File: src/common/dha_pkg.sv
// Package with register map, field layout, reset values and state codes of the DMA handshake block.
package dha_pkg;
	// Register word indices on the Avalon-MM slave.
	localparam logic [2:0] REG_CTRL     = 3'h0;
	localparam logic [2:0] REG_TXBC_HI  = 3'h1;
	localparam logic [2:0] REG_TXBC_LO  = 3'h2;
	localparam logic [2:0] REG_IRQ_STAT = 3'h3;
	localparam logic [2:0] REG_IRQ_MASK = 3'h4;
	localparam logic [2:0] REG_PINS     = 3'h5;
	localparam logic [2:0] REG_GPIO_OUT = 3'h6;
	localparam logic [2:0] REG_TX_LEFT  = 3'h7;
	// Control register fields.
	localparam int CTRL_MODE_LSB = 0;
	localparam int CTRL_AUX_PIN_2_LSB = 2;
	localparam int CTRL_START    = 4;
	// Operating modes.
	localparam logic [1:0] MODE_TERMINAL = 2'h0;
	localparam logic [1:0] MODE_TRUNK    = 2'h1;
	localparam logic [1:0] MODE_SUBSCR   = 2'h2;
	// Uses of auxiliary pin 2 in terminal mode.
	localparam logic [1:0] AUX_PIN_2_GPIO_IN  = 2'h0;
	localparam logic [1:0] AUX_PIN_2_GPIO_OUT = 2'h1;
	localparam logic [1:0] AUX_PIN_2_INT      = 2'h2;
	// Byte count register widths.
	localparam int BC_HI_W = 4;
	localparam int BC_LO_W = 8;
	localparam int BC_W    = BC_HI_W + BC_LO_W;
	// Block sizes in bytes.
	localparam logic [6:0] TX_BLOCK_BYTES = 7'h40;
	localparam logic [6:0] RX_BLOCK_MAX   = 7'h40;
	// Interrupt status bits.
	localparam int IRQ_W       = 3;
	localparam int IRQ_TX_DONE = 0;
	localparam int IRQ_TX_BLK  = 1;
	localparam int IRQ_RX_BLK  = 2;
	// Pin status register fields.
	localparam int PINS_AUX_PIN_2  = 0;
	localparam int PINS_CHSEL = 1;
	localparam int PINS_TXBSY = 4;
	localparam int PINS_RXBSY = 5;
	// Reset values.
	localparam logic [1:0]       MODE_RST = MODE_TERMINAL;
	localparam logic [1:0]       AUX_PIN_2_RST = AUX_PIN_2_GPIO_IN;
	localparam logic [BC_W-1:0]  BC_RST   = 12'h000;
	localparam logic [IRQ_W-1:0] IRQ_RST  = 3'h0;
	// Transmit request sequencer states.
	typedef enum logic [2:0] {
		DHA_TX_IDLE = 3'b001,
		DHA_TX_WAIT = 3'b010,
		DHA_TX_REQ  = 3'b100
	} dha_tx_state_t;
	// Receive request sequencer states.
	typedef enum logic [1:0] {
		DHA_RX_IDLE = 2'b01,
		DHA_RX_REQ  = 2'b10
	} dha_rx_state_t;
endpackage

File: src/design/dha_top.sv
// DMA request and acknowledge handshake with mode-dependent auxiliary pins 0 to 2.
`timescale 1ns/1ps
`default_nettype none

// What this block does
// - Acknowledge low acts as chip select: read pops receive, write pushes transmit.
// - While acknowledge is low the address pins are ignored; the FIFO is implied.
// - Terminal mode: transmit request stays high while the transmit FIFO needs data.
// - Transmit data is requested in 64-byte blocks plus a remainder block.
// - Transmit request drops right after the falling edge of the block's last write.
// - Terminal mode: receive request high while the receive FIFO holds a 64..4 byte block.
// - Receive request drops right after the falling edge of the block's last read.
// - Line modes: auxiliary pins 0 to 2 are inputs selecting one of eight channels.
// - Line modes: auxiliary pin 0 is channel select bit 0 instead of transmit request.
// - Terminal mode: auxiliary pin 2 is a general-purpose input or output.
// - Terminal mode: auxiliary pin 2 may output the inverse of the main interrupt.
// - Main interrupt is active low, open drain, asserted while an interrupt pends.
module dha_top (
	// Clock and reset.
	input  wire logic        sys_clk,
	input  wire logic        reset,
	// Avalon-MM register slave.
	input  wire logic [2:0]  avs_address,
	input  wire logic        avs_read,
	input  wire logic        avs_write,
	input  wire logic [31:0] avs_writedata,
	output logic      [31:0] avs_readdata,
	output logic             avs_waitrequest,
	// Host bus pins.
	input  wire logic        dma_ack_chan_a_n,
	input  wire logic        dma_ack_chan_b_n,
	input  wire logic        host_cs_n,
	input  wire logic        host_rd_n,
	input  wire logic        host_wr_n,
	input  wire logic [7:0]  host_addr,
	// FIFO side, same clock.
	input  wire logic        tx_fifo_room,
	input  wire logic        rx_block_ready,
	input  wire logic [2:0]  rx_block_code,
	input  wire logic        dev_int_pending,
	output logic             tx_push_chan_a,
	output logic             rx_pop_chan_a,
	output logic             tx_push_chan_b,
	output logic             rx_pop_chan_b,
	output logic             reg_rd_pulse,
	output logic             reg_wr_pulse,
	output logic      [7:0]  reg_addr,
	// Auxiliary pins and channel select.
	input  wire logic [2:0]  aux_pin_in,
	output logic      [2:0]  aux_pin_out,
	output logic      [2:0]  aux_pin_oe_n,
	output logic      [2:0]  chan_sel,
	// Interrupts.
	output logic             int_pin_out,
	output logic             int_pin_oe_n,
	output logic             irq
);
	// Two-flop synchroniser stages for every pin input, plus one stage for edge detection.
	localparam int SW = 16;
	logic [SW-1:0] sync1_r;
	logic [SW-1:0] sync2_r;
	logic [SW-1:0] sync3_r;
	logic [SW-1:0] pins_raw;
	assign pins_raw = {aux_pin_in, host_addr, host_wr_n, host_rd_n, dma_ack_chan_b_n, dma_ack_chan_a_n, host_cs_n};

	// Pins pass two flops before any logic reads them; the first flop feeds only the second.
	always_ff @(posedge sys_clk or posedge reset) begin
		if (reset) begin
			{sync1_r, sync2_r, sync3_r} <= {(3 * SW){1'b1}};
		end else begin
			sync1_r <= pins_raw;
			sync2_r <= sync1_r;
			sync3_r <= sync2_r;
		end
	end

	logic       cs_n_s, ack_a_n_s, ack_b_n_s, rd_fall, wr_fall;
	logic [7:0] addr_s;
	logic [2:0] aux_s;
	assign cs_n_s    = sync2_r[0];
	assign ack_a_n_s = sync2_r[1];
	assign ack_b_n_s = sync2_r[2];
	assign rd_fall   = sync3_r[3] & ~sync2_r[3];
	assign wr_fall   = sync3_r[4] & ~sync2_r[4];
	assign addr_s    = sync2_r[12:5];
	assign aux_s     = sync2_r[15:13];

	// Strobe falling edges qualified by acknowledge; acknowledge alone does nothing.
	logic push_a, pop_a, push_b, pop_b, any_ack;
	assign push_a  = ~ack_a_n_s & wr_fall;
	assign pop_a   = ~ack_a_n_s & rd_fall;
	assign push_b  = ~ack_b_n_s & wr_fall;
	assign pop_b   = ~ack_b_n_s & rd_fall;
	assign any_ack = ~ack_a_n_s | ~ack_b_n_s;

	// FIFO access pulses; register accesses only when no acknowledge selects a FIFO.
	always_ff @(posedge sys_clk or posedge reset) begin
		if (reset) begin
			{tx_push_chan_a, rx_pop_chan_a, tx_push_chan_b, rx_pop_chan_b, reg_rd_pulse, reg_wr_pulse} <= 6'h00;
			reg_addr       <= 8'h00;
		end else begin
			{tx_push_chan_a, rx_pop_chan_a, tx_push_chan_b, rx_pop_chan_b} <= {push_a, pop_a, push_b, pop_b};
			reg_rd_pulse   <= ~any_ack & ~cs_n_s & rd_fall;
			reg_wr_pulse   <= ~any_ack & ~cs_n_s & wr_fall;
			if (~any_ack & ~cs_n_s & (rd_fall | wr_fall)) begin
				reg_addr <= addr_s;
			end
		end
	end

	// Software-visible state.
	logic [1:0]                mode_r;
	logic [1:0]                aux_pin_2_use_r;
	logic [dha_pkg::BC_W-1:0]  txbc_r;
	logic [dha_pkg::IRQ_W-1:0] irq_stat_r;
	logic [dha_pkg::IRQ_W-1:0] irq_mask_r;
	logic                      gpio_out_r;
	logic                      wr_take, rd_take, start_pulse, term_mode;
	assign wr_take     = avs_write & ~avs_waitrequest;
	assign rd_take     = avs_read & avs_waitrequest;
	assign start_pulse = wr_take & (avs_address == dha_pkg::REG_CTRL) & avs_writedata[dha_pkg::CTRL_START];
	assign term_mode   = (mode_r == dha_pkg::MODE_TERMINAL);

	// Control, byte count, mask and GPIO registers.
	always_ff @(posedge sys_clk or posedge reset) begin
		if (reset) begin
			mode_r     <= dha_pkg::MODE_RST;
			aux_pin_2_use_r <= dha_pkg::AUX_PIN_2_RST;
			txbc_r     <= dha_pkg::BC_RST;
			irq_mask_r <= dha_pkg::IRQ_RST;
			gpio_out_r <= 1'b0;
		end else if (wr_take) begin
			unique case (avs_address)
				dha_pkg::REG_CTRL: begin
					mode_r     <= avs_writedata[dha_pkg::CTRL_MODE_LSB +: 2];
					aux_pin_2_use_r <= avs_writedata[dha_pkg::CTRL_AUX_PIN_2_LSB +: 2];
				end
				dha_pkg::REG_TXBC_HI: txbc_r[dha_pkg::BC_W-1 -: dha_pkg::BC_HI_W] <= avs_writedata[dha_pkg::BC_HI_W-1:0];
				dha_pkg::REG_TXBC_LO: txbc_r[dha_pkg::BC_LO_W-1:0] <= avs_writedata[dha_pkg::BC_LO_W-1:0];
				dha_pkg::REG_IRQ_MASK: irq_mask_r <= avs_writedata[dha_pkg::IRQ_W-1:0];
				dha_pkg::REG_GPIO_OUT: gpio_out_r <= avs_writedata[0];
				default: ;
			endcase
		end
	end

	// Transmit sequencer: whole 64-byte blocks, then the remainder, until the count is done.
	dha_pkg::dha_tx_state_t   tx_state_r, tx_state_nxt;
	logic [dha_pkg::BC_W-1:0] tx_left_r, tx_left_nxt;
	logic [6:0]               tx_blk_r, tx_blk_nxt;
	logic                     tx_done_ev, tx_blk_ev;
	always_comb begin
		tx_state_nxt = tx_state_r;
		tx_left_nxt  = tx_left_r;
		tx_blk_nxt   = tx_blk_r;
		tx_done_ev   = 1'b0;
		tx_blk_ev    = 1'b0;
		unique case (tx_state_r)
			dha_pkg::DHA_TX_IDLE: begin
				if (start_pulse && term_mode) begin
					tx_left_nxt  = txbc_r;
					tx_state_nxt = dha_pkg::DHA_TX_WAIT;
				end
			end
			dha_pkg::DHA_TX_WAIT: begin
				if (tx_left_r == '0) begin
					tx_done_ev   = 1'b1;
					tx_state_nxt = dha_pkg::DHA_TX_IDLE;
				end else if (tx_fifo_room) begin
					if (tx_left_r >= dha_pkg::BC_W'(dha_pkg::TX_BLOCK_BYTES)) begin
						tx_blk_nxt = dha_pkg::TX_BLOCK_BYTES;
					end else begin
						tx_blk_nxt = tx_left_r[6:0];
					end
					tx_state_nxt = dha_pkg::DHA_TX_REQ;
				end
			end
			dha_pkg::DHA_TX_REQ: begin
				if (push_a) begin
					tx_left_nxt = tx_left_r - 1'b1;
					tx_blk_nxt  = tx_blk_r - 1'b1;
					if (tx_blk_r == 7'h01) begin
						tx_blk_ev    = 1'b1;
						tx_state_nxt = dha_pkg::DHA_TX_WAIT;
					end
				end
			end
			default: tx_state_nxt = dha_pkg::DHA_TX_IDLE;
		endcase
	end

	// Transmit sequencer state.
	always_ff @(posedge sys_clk or posedge reset) begin
		if (reset) begin
			tx_state_r <= dha_pkg::DHA_TX_IDLE;
			tx_left_r  <= dha_pkg::BC_RST;
			tx_blk_r   <= 7'h00;
		end else begin
			tx_state_r <= tx_state_nxt;
			tx_left_r  <= tx_left_nxt;
			tx_blk_r   <= tx_blk_nxt;
		end
	end

	// Receive sequencer: one request per block of 64, 32, 16, 8 or 4 bytes.
	dha_pkg::dha_rx_state_t rx_state_r, rx_state_nxt;
	logic [6:0]             rx_blk_r, rx_blk_nxt;
	logic                   rx_blk_ev;
	always_comb begin
		rx_state_nxt = rx_state_r;
		rx_blk_nxt   = rx_blk_r;
		rx_blk_ev    = 1'b0;
		unique case (rx_state_r)
			dha_pkg::DHA_RX_IDLE: begin
				if (rx_block_ready && term_mode && rx_block_code <= 3'h4) begin
					rx_blk_nxt   = dha_pkg::RX_BLOCK_MAX >> rx_block_code;
					rx_state_nxt = dha_pkg::DHA_RX_REQ;
				end
			end
			dha_pkg::DHA_RX_REQ: begin
				if (pop_a) begin
					rx_blk_nxt = rx_blk_r - 1'b1;
					if (rx_blk_r == 7'h01) begin
						rx_blk_ev    = 1'b1;
						rx_state_nxt = dha_pkg::DHA_RX_IDLE;
					end
				end
			end
			default: rx_state_nxt = dha_pkg::DHA_RX_IDLE;
		endcase
	end

	// Receive sequencer state.
	always_ff @(posedge sys_clk or posedge reset) begin
		if (reset) begin
			rx_state_r <= dha_pkg::DHA_RX_IDLE;
			rx_blk_r   <= 7'h00;
		end else begin
			rx_state_r <= rx_state_nxt;
			rx_blk_r   <= rx_blk_nxt;
		end
	end

	// Sticky interrupt status; an event in the clearing cycle wins.
	logic [dha_pkg::IRQ_W-1:0] irq_set, irq_clr;
	always_comb begin
		irq_set = '0;
		irq_set[dha_pkg::IRQ_TX_DONE] = tx_done_ev;
		irq_set[dha_pkg::IRQ_TX_BLK]  = tx_blk_ev;
		irq_set[dha_pkg::IRQ_RX_BLK]  = rx_blk_ev;
		irq_clr = '0;
		if (wr_take && avs_address == dha_pkg::REG_IRQ_STAT) begin
			irq_clr = avs_writedata[dha_pkg::IRQ_W-1:0];
		end
	end

	always_ff @(posedge sys_clk or posedge reset) begin
		if (reset) begin
			irq_stat_r <= dha_pkg::IRQ_RST;
		end else begin
			irq_stat_r <= (irq_stat_r & ~irq_clr) | irq_set;
		end
	end

	// Interrupt outputs follow the next status so the pin and aux copy agree cycle for cycle.
	logic irq_nxt, int_pend;
	assign irq_nxt  = |(((irq_stat_r & ~irq_clr) | irq_set) & irq_mask_r);
	assign int_pend = irq_nxt | dev_int_pending;
	always_ff @(posedge sys_clk or posedge reset) begin
		if (reset) begin
			{irq, int_pin_out, int_pin_oe_n} <= 3'h1;
		end else begin
			irq          <= irq_nxt;
			int_pin_out  <= 1'b0;      // Open drain only ever pulls low.
			int_pin_oe_n <= ~int_pend;
		end
	end

	// Auxiliary pin drivers and channel select, per mode.
	logic tx_req_nxt, rx_req_nxt;
	assign tx_req_nxt = term_mode & (tx_state_nxt == dha_pkg::DHA_TX_REQ);
	assign rx_req_nxt = term_mode & (rx_state_nxt == dha_pkg::DHA_RX_REQ);
	always_ff @(posedge sys_clk or posedge reset) begin
		if (reset) begin
			{aux_pin_out, aux_pin_oe_n, chan_sel} <= 9'h038;
		end else if (term_mode) begin
			aux_pin_out[0]    <= tx_req_nxt;
			aux_pin_out[1]    <= rx_req_nxt;
			aux_pin_oe_n[1:0] <= 2'h0;
			aux_pin_out[2]    <= (aux_pin_2_use_r == dha_pkg::AUX_PIN_2_INT) ? int_pend : gpio_out_r;
			aux_pin_oe_n[2]   <= (aux_pin_2_use_r == dha_pkg::AUX_PIN_2_GPIO_IN);
		end else begin
			{aux_pin_out, aux_pin_oe_n} <= 6'h07;
			chan_sel                    <= aux_s;
		end
	end

	// Avalon slave: one wait cycle, read data registered on the first request cycle.
	always_ff @(posedge sys_clk or posedge reset) begin
		if (reset) begin
			avs_waitrequest <= 1'b1;
		end else begin
			avs_waitrequest <= ~((avs_read | avs_write) & avs_waitrequest);
		end
	end

	// Read multiplexer; unmapped words read zero.
	always_ff @(posedge sys_clk or posedge reset) begin
		if (reset) begin
			avs_readdata <= 32'h0000_0000;
		end else if (rd_take) begin
			avs_readdata <= 32'h0000_0000;
			unique case (avs_address)
				dha_pkg::REG_CTRL: begin
					avs_readdata[dha_pkg::CTRL_MODE_LSB +: 2] <= mode_r;
					avs_readdata[dha_pkg::CTRL_AUX_PIN_2_LSB +: 2] <= aux_pin_2_use_r;
				end
				dha_pkg::REG_TXBC_HI: avs_readdata[dha_pkg::BC_HI_W-1:0] <= txbc_r[dha_pkg::BC_W-1 -: dha_pkg::BC_HI_W];
				dha_pkg::REG_TXBC_LO: avs_readdata[dha_pkg::BC_LO_W-1:0] <= txbc_r[dha_pkg::BC_LO_W-1:0];
				dha_pkg::REG_IRQ_STAT: avs_readdata[dha_pkg::IRQ_W-1:0] <= irq_stat_r;
				dha_pkg::REG_IRQ_MASK: avs_readdata[dha_pkg::IRQ_W-1:0] <= irq_mask_r;
				dha_pkg::REG_PINS: begin
					avs_readdata[dha_pkg::PINS_AUX_PIN_2]       <= aux_s[2];
					avs_readdata[dha_pkg::PINS_CHSEL +: 3] <= chan_sel;
					avs_readdata[dha_pkg::PINS_TXBSY]      <= (tx_state_r != dha_pkg::DHA_TX_IDLE);
					avs_readdata[dha_pkg::PINS_RXBSY]      <= (rx_state_r != dha_pkg::DHA_RX_IDLE);
				end
				dha_pkg::REG_GPIO_OUT: avs_readdata[0] <= gpio_out_r;
				dha_pkg::REG_TX_LEFT: avs_readdata[dha_pkg::BC_W-1:0] <= tx_left_r;
				default: ;
			endcase
		end
	end
endmodule

`default_nettype wire

File: config.mk
export PLATFORM = sky130hd
export DESIGN_NAME = dha_top
export DESIGN_NICKNAME = d
export VERILOG_FILES = /design/src/common/dha_pkg.sv /design/src/design/dha_top.sv
export SDC_FILE = /design/constraint.sdc
export NUM_CORES = 1
export LEC_CHECK = 0
export BUFFER_PORTS_ARGS = -buffer_cell sky130_fd_sc_hd__buf_2
export CAP_MARGIN = 20
export CORE_UTILIZATION = 58
export CTS_CLUSTER_SIZE = 16
export DETAILED_ROUTE_END_ITERATION = 8
export PLACE_DENSITY_LB_ADDON = 0.15
export RECOVER_POWER = 100
export SYNTH_ARGS = -nofsm -noshare
export SYNTH_HDL_FRONTEND = slang
export SYNTH_SLANG_ARGS = --single-unit
File: constraint.sdc
create_clock -name sys_clk -period 11.09 [get_ports sys_clk]
set_input_delay 2.218 -clock sys_clk [delete_from_list [all_inputs] [get_ports sys_clk]]
set_output_delay 2.218 -clock sys_clk [all_outputs]
set_load 0.03 [all_outputs]
==> impl_metrics.py <==
metrics = {
    "global_routing": {
        "grt_max_degree": 90,
        "grt_use_total": 0.261,
        "antenna_found_initial": 0,
        "globalRouteOverflowTotal": 0,
        "first_global_vias": 4096,
        "grt_pass1_wl_mm": 20.0,
    },
    "yosys": {
        "ys_async_sr_fraction": 1.00,
        "synthFlopType": "dfrtp_1",
        "yosys_register_bits": 125,
        "ys_types": 63,
        "syn_area_per_cell_um2": 11.1,
        "synth_warnings": 0,
        "synth_cells": 516,
        "mappedNetlistArea_um2": 5740,
        "yosysSeqAreaShare": 0.553,
        "synth_edf_count": 0,
    },
    "power_and_ir_drop": {
        "p_int_mw": 1.03,
        "power_mw": 1.52,
        "power-per-cell-area_nw_per_um2": 227,
        "leakage_nw": 2.88,
        "worst_ir_drop_vdd_uv": 146,
        "clkPwrFrac": 0.374,
        "switchingPower_mw": 0.481,
        "swShare": 0.317,
        "p_comb_frac": 0.212,
        "seqPwrFrac": 0.414,
    },
    "clocking": {
        "hold_buffers": 0,
        "clkLatencyLatePin_ns": 0.51,
        "clockBufferDepth": 2,
        "post-cts-setup-buffers": 0,
        "clkTransAtPathRegs_ns": 0.06,
        "post_cts_resized": 0,
        "numCtsBuffers": 17,
        "ctsHtreeMaxLevel": 4,
        "clock-sinks": 125,
        "root_buffer": "clkbuf_8",
        "tritoncts": "yes",
    },
    "layout": {
        "syn_to_final_growth_pct": 16.2,
        "nFillCells": 702,
        "drive_above_1_share": 0.243,
        "nets": 658,
        "antenna_cells": 0,
    },
    "timing": {
        "rsz0062_at_grt": "no",
        "finalSetupTns_ns": 0,
        "finClkSkew_ns": 0.00811,
        "setup_viol": 0,
        "period_needed_ns": 4.54,
        "slew_viol_final": 76,
        "tightest_slew_ns": 2.03,
        "fmax_ghz": 0.220,
        "finalHoldViolCount": 0,
        "relSlewSlack": -0.352,
        "fin_crit_sh": 0.409,
    },
    "placed_design": {
        "port_buffers": 74,
        "place_congestion": 0.846,
        "post-dp-hpwl_mm": 8.42,
    },
    "worst_setup_path": {
        "endpoint_kind": "asynchronous set/reset pin",
        "critPathMaxFanout": 38,
        "critPathKind": "input port to asynchronous set/reset pin",
        "crit-reg2reg-launch": "tx_state_r[1]",
        "worstPathRequired_ns": 11.30,
        "r2r_setup_slack_ns": 8.57,
        "cp-start-kind": "input port",
        "r2r-end": "tx_left_r[3]",
        "worstPathArrival_ns": 4.75,
        "rr_worst_depth": 5,
    },
    "min_path": {
        "min_from": "sync1_r[5]",
        "hold_path.class": "flop to flop",
        "hold-path-cell-count": 0,
        "min_to": "sync2_r[5]",
    },
    "drt": {
        "dr_total_vias": 4194,
        "viasPerCell": 5.74,
        "firstDrtPassIters": 5,
        "routed_wl_mm": 12.3,
        "wl_per_cell_um": 16.9,
        "drc": 0,
        "ant_nets": 0,
        "initialDrtViolationCount": 226,
    },
    "floorplan": {
        "chipHeight_um": 101,
        "core_um2": 9420,
        "num_rows": 35,
        "dieWidth_um": 101,
        "io_pins": 120,
        "die-area_um2": 10300,
        "start_util": 0.610,
    },
    "run_status": {
        "violations": "capacitance limit, slew limit",
        "outcome": "finished with violations",
    },
    "run": {
        "max_cap_viol_count": 2,
    },
}
per-layer routing:
metal / track usage / share of wire / up-vias
li1: - / - / 1949
met1: 0.340 / 0.42 / 2068
met2: 0.420 / 0.51 / 154
met3: 0.0683 / 0.053 / 23
met4: 0.103 / 0.015 / 0
met5: 0 / 0 / -
worst max path at each step:
stage | start | end | slack [ns]
after floorplan | reset | aux_pin_2_use_r[0] | 5.61
after global placement | avs_address[1] | aux_pin_out[2] | 7.04
after detailed placement | avs_address[1] | tx_left_r[7] | 6.98
after CTS | avs_address[1] | tx_left_r[7] | 7.52
after global routing | reset | tx_blk_r[0] | 5.95
final | reset | tx_left_r[1] | 6.55
stage by stage:
step | hold slack, ns | utilization | cell area [um^2] | setup slack (ns) | std cells
4_1_cts | 0.354 | 0.712 | 6700 | 7.52 | 729
2_1_floorplan | 0.345 | - | 5820 | 5.61 | 536
5_1_grt | 0.357 | 0.709 | 6670 | 5.95 | 731
6_report | 0.352 | 0.709 | 6670 | 6.55 | 731
3_5_place_dp | 0.347 | 0.646 | 6080 | 6.98 | 697
3_3_place_gp | 0.346 | 0.646 | 6080 | 7.04 | 697
synthesized netlist by cell type (3+ instances only):
| master | instances | area share |
|---|---|---|
| dfrtp_1 | 85 | 0.37 |
| nor2_1 | 45 | 0.029 |
| dfstp_2 | 40 | 0.18 |
| nand2_1 | 37 | 0.024 |
| o21ai_0 | 35 | 0.031 |
| mux2_2 | 34 | 0.067 |
| a21oi_1 | 27 | 0.024 |
| buf_4 | 23 | 0.030 |
| inv_1 | 21 | 0.014 |
| o21ai_1 | 16 | 0.014 |
| clkbuf_1 | 11 | 0.0072 |
| nand3_1 | 11 | 0.0096 |
| nor3_1 | 11 | 0.0096 |
| ha_1 | 8 | 0.017 |
| a31oi_1 | 7 | 0.0076 |
| a32oi_1 | 6 | 0.0092 |
| buf_2 | 6 | 0.0052 |
| nor2b_1 | 6 | 0.0065 |
| nor3b_1 | 6 | 0.0078 |
| nor4_1 | 6 | 0.0065 |
| and3_1 | 5 | 0.0054 |
| nand2b_1 | 5 | 0.0054 |
| and2_1 | 4 | 0.0044 |
| mux2i_1 | 4 | 0.0070 |
| a221oi_1 | 3 | 0.0046 |
| a22o_1 | 3 | 0.0046 |
| buf_6 | 3 | 0.0059 |
| mux4_2 | 3 | 0.012 |
| o211ai_1 | 3 | 0.0039 |
sequential cells by signal (all words and copies together), names as in the netlist, 2 cells and up:
register / cells
sync2_r: 16
aux_pin_oe_n: 2
rx_blk_r: 7
aux_pin_2_use_r: 2
tx_blk_r: 7
txbc_r: 12
aux_pin_out: 3
irq_mask_r: 3
tx_left_r: 12
irq_stat_r: 3
rx_state_r: 2
mode_r: 2
tx_state_r: 3
reg_addr: 8
sync1_r: 16
sync3_r: 2
avs_readdata: 12
chan_sel: 3
critical path, stage by stage:
cell        delay (ns)
buf_2             0.10
clkinvlp_2        0.88
clkbuf_1          1.52
cell type report:
cell class,instances,area (um^2),share of cell area
Timing Repair Buffer,77,375,0.0563
Tap cell,129,161,0.0242
Multi-Input combinational cell,347,2260,0.338
Sequential cell,125,3180,0.476
Clock buffer,23,487,0.0730
Inverter,21,80.1,0.0120
Clock inverter,9,133,0.0199
power groups by stage:
stage	combinational (mW)	clock [mW]	sequential [mW]
3_3_place_gp	0.316	0	0.627
6_report	0.321	0.567	0.628
3_5_place_dp	0.328	0	0.631
5_1_grt	0.353	0.596	0.637
2_1_floorplan	0.212	0	0.655
4_1_cts	0.332	0.576	0.625
logic make-up after synthesis:
| group | Yosys count | synth area share |
|---|---|---|
| adder cells (fa/ha/maj) | 8 | 0.0174 |
| flip-flops | 125 | 0.553 |
| AND/OR/NAND/NOR | 152 | 0.142 |
| multiplexers | 42 | 0.0900 |
| buffers and inverters | 64 | 0.0621 |
| other | 1 | 0.000653 |
| AO/OA/AOI/OAI | 124 | 0.134 |
cell usage in the layout, fill, tap and decap left out, types with 16 or more instances in the layout:
cell type | synthesis | routed
o21ai_0 | 35 | 48
dfstp_2 | 40 | 37
a21oi_1 | 27 | 28
dfrtp_1 | 85 | 85
conb_1 | 1 | 21
buf_2 | 6 | 31
nand2_1 | 37 | 37
nor2_1 | 45 | 45
inv_1 | 21 | 20
clkbuf_1 | 11 | 45
clkbuf_16 | 0 | 16
mux2_2 | 34 | 33
(Power assumes the default switching activity.)
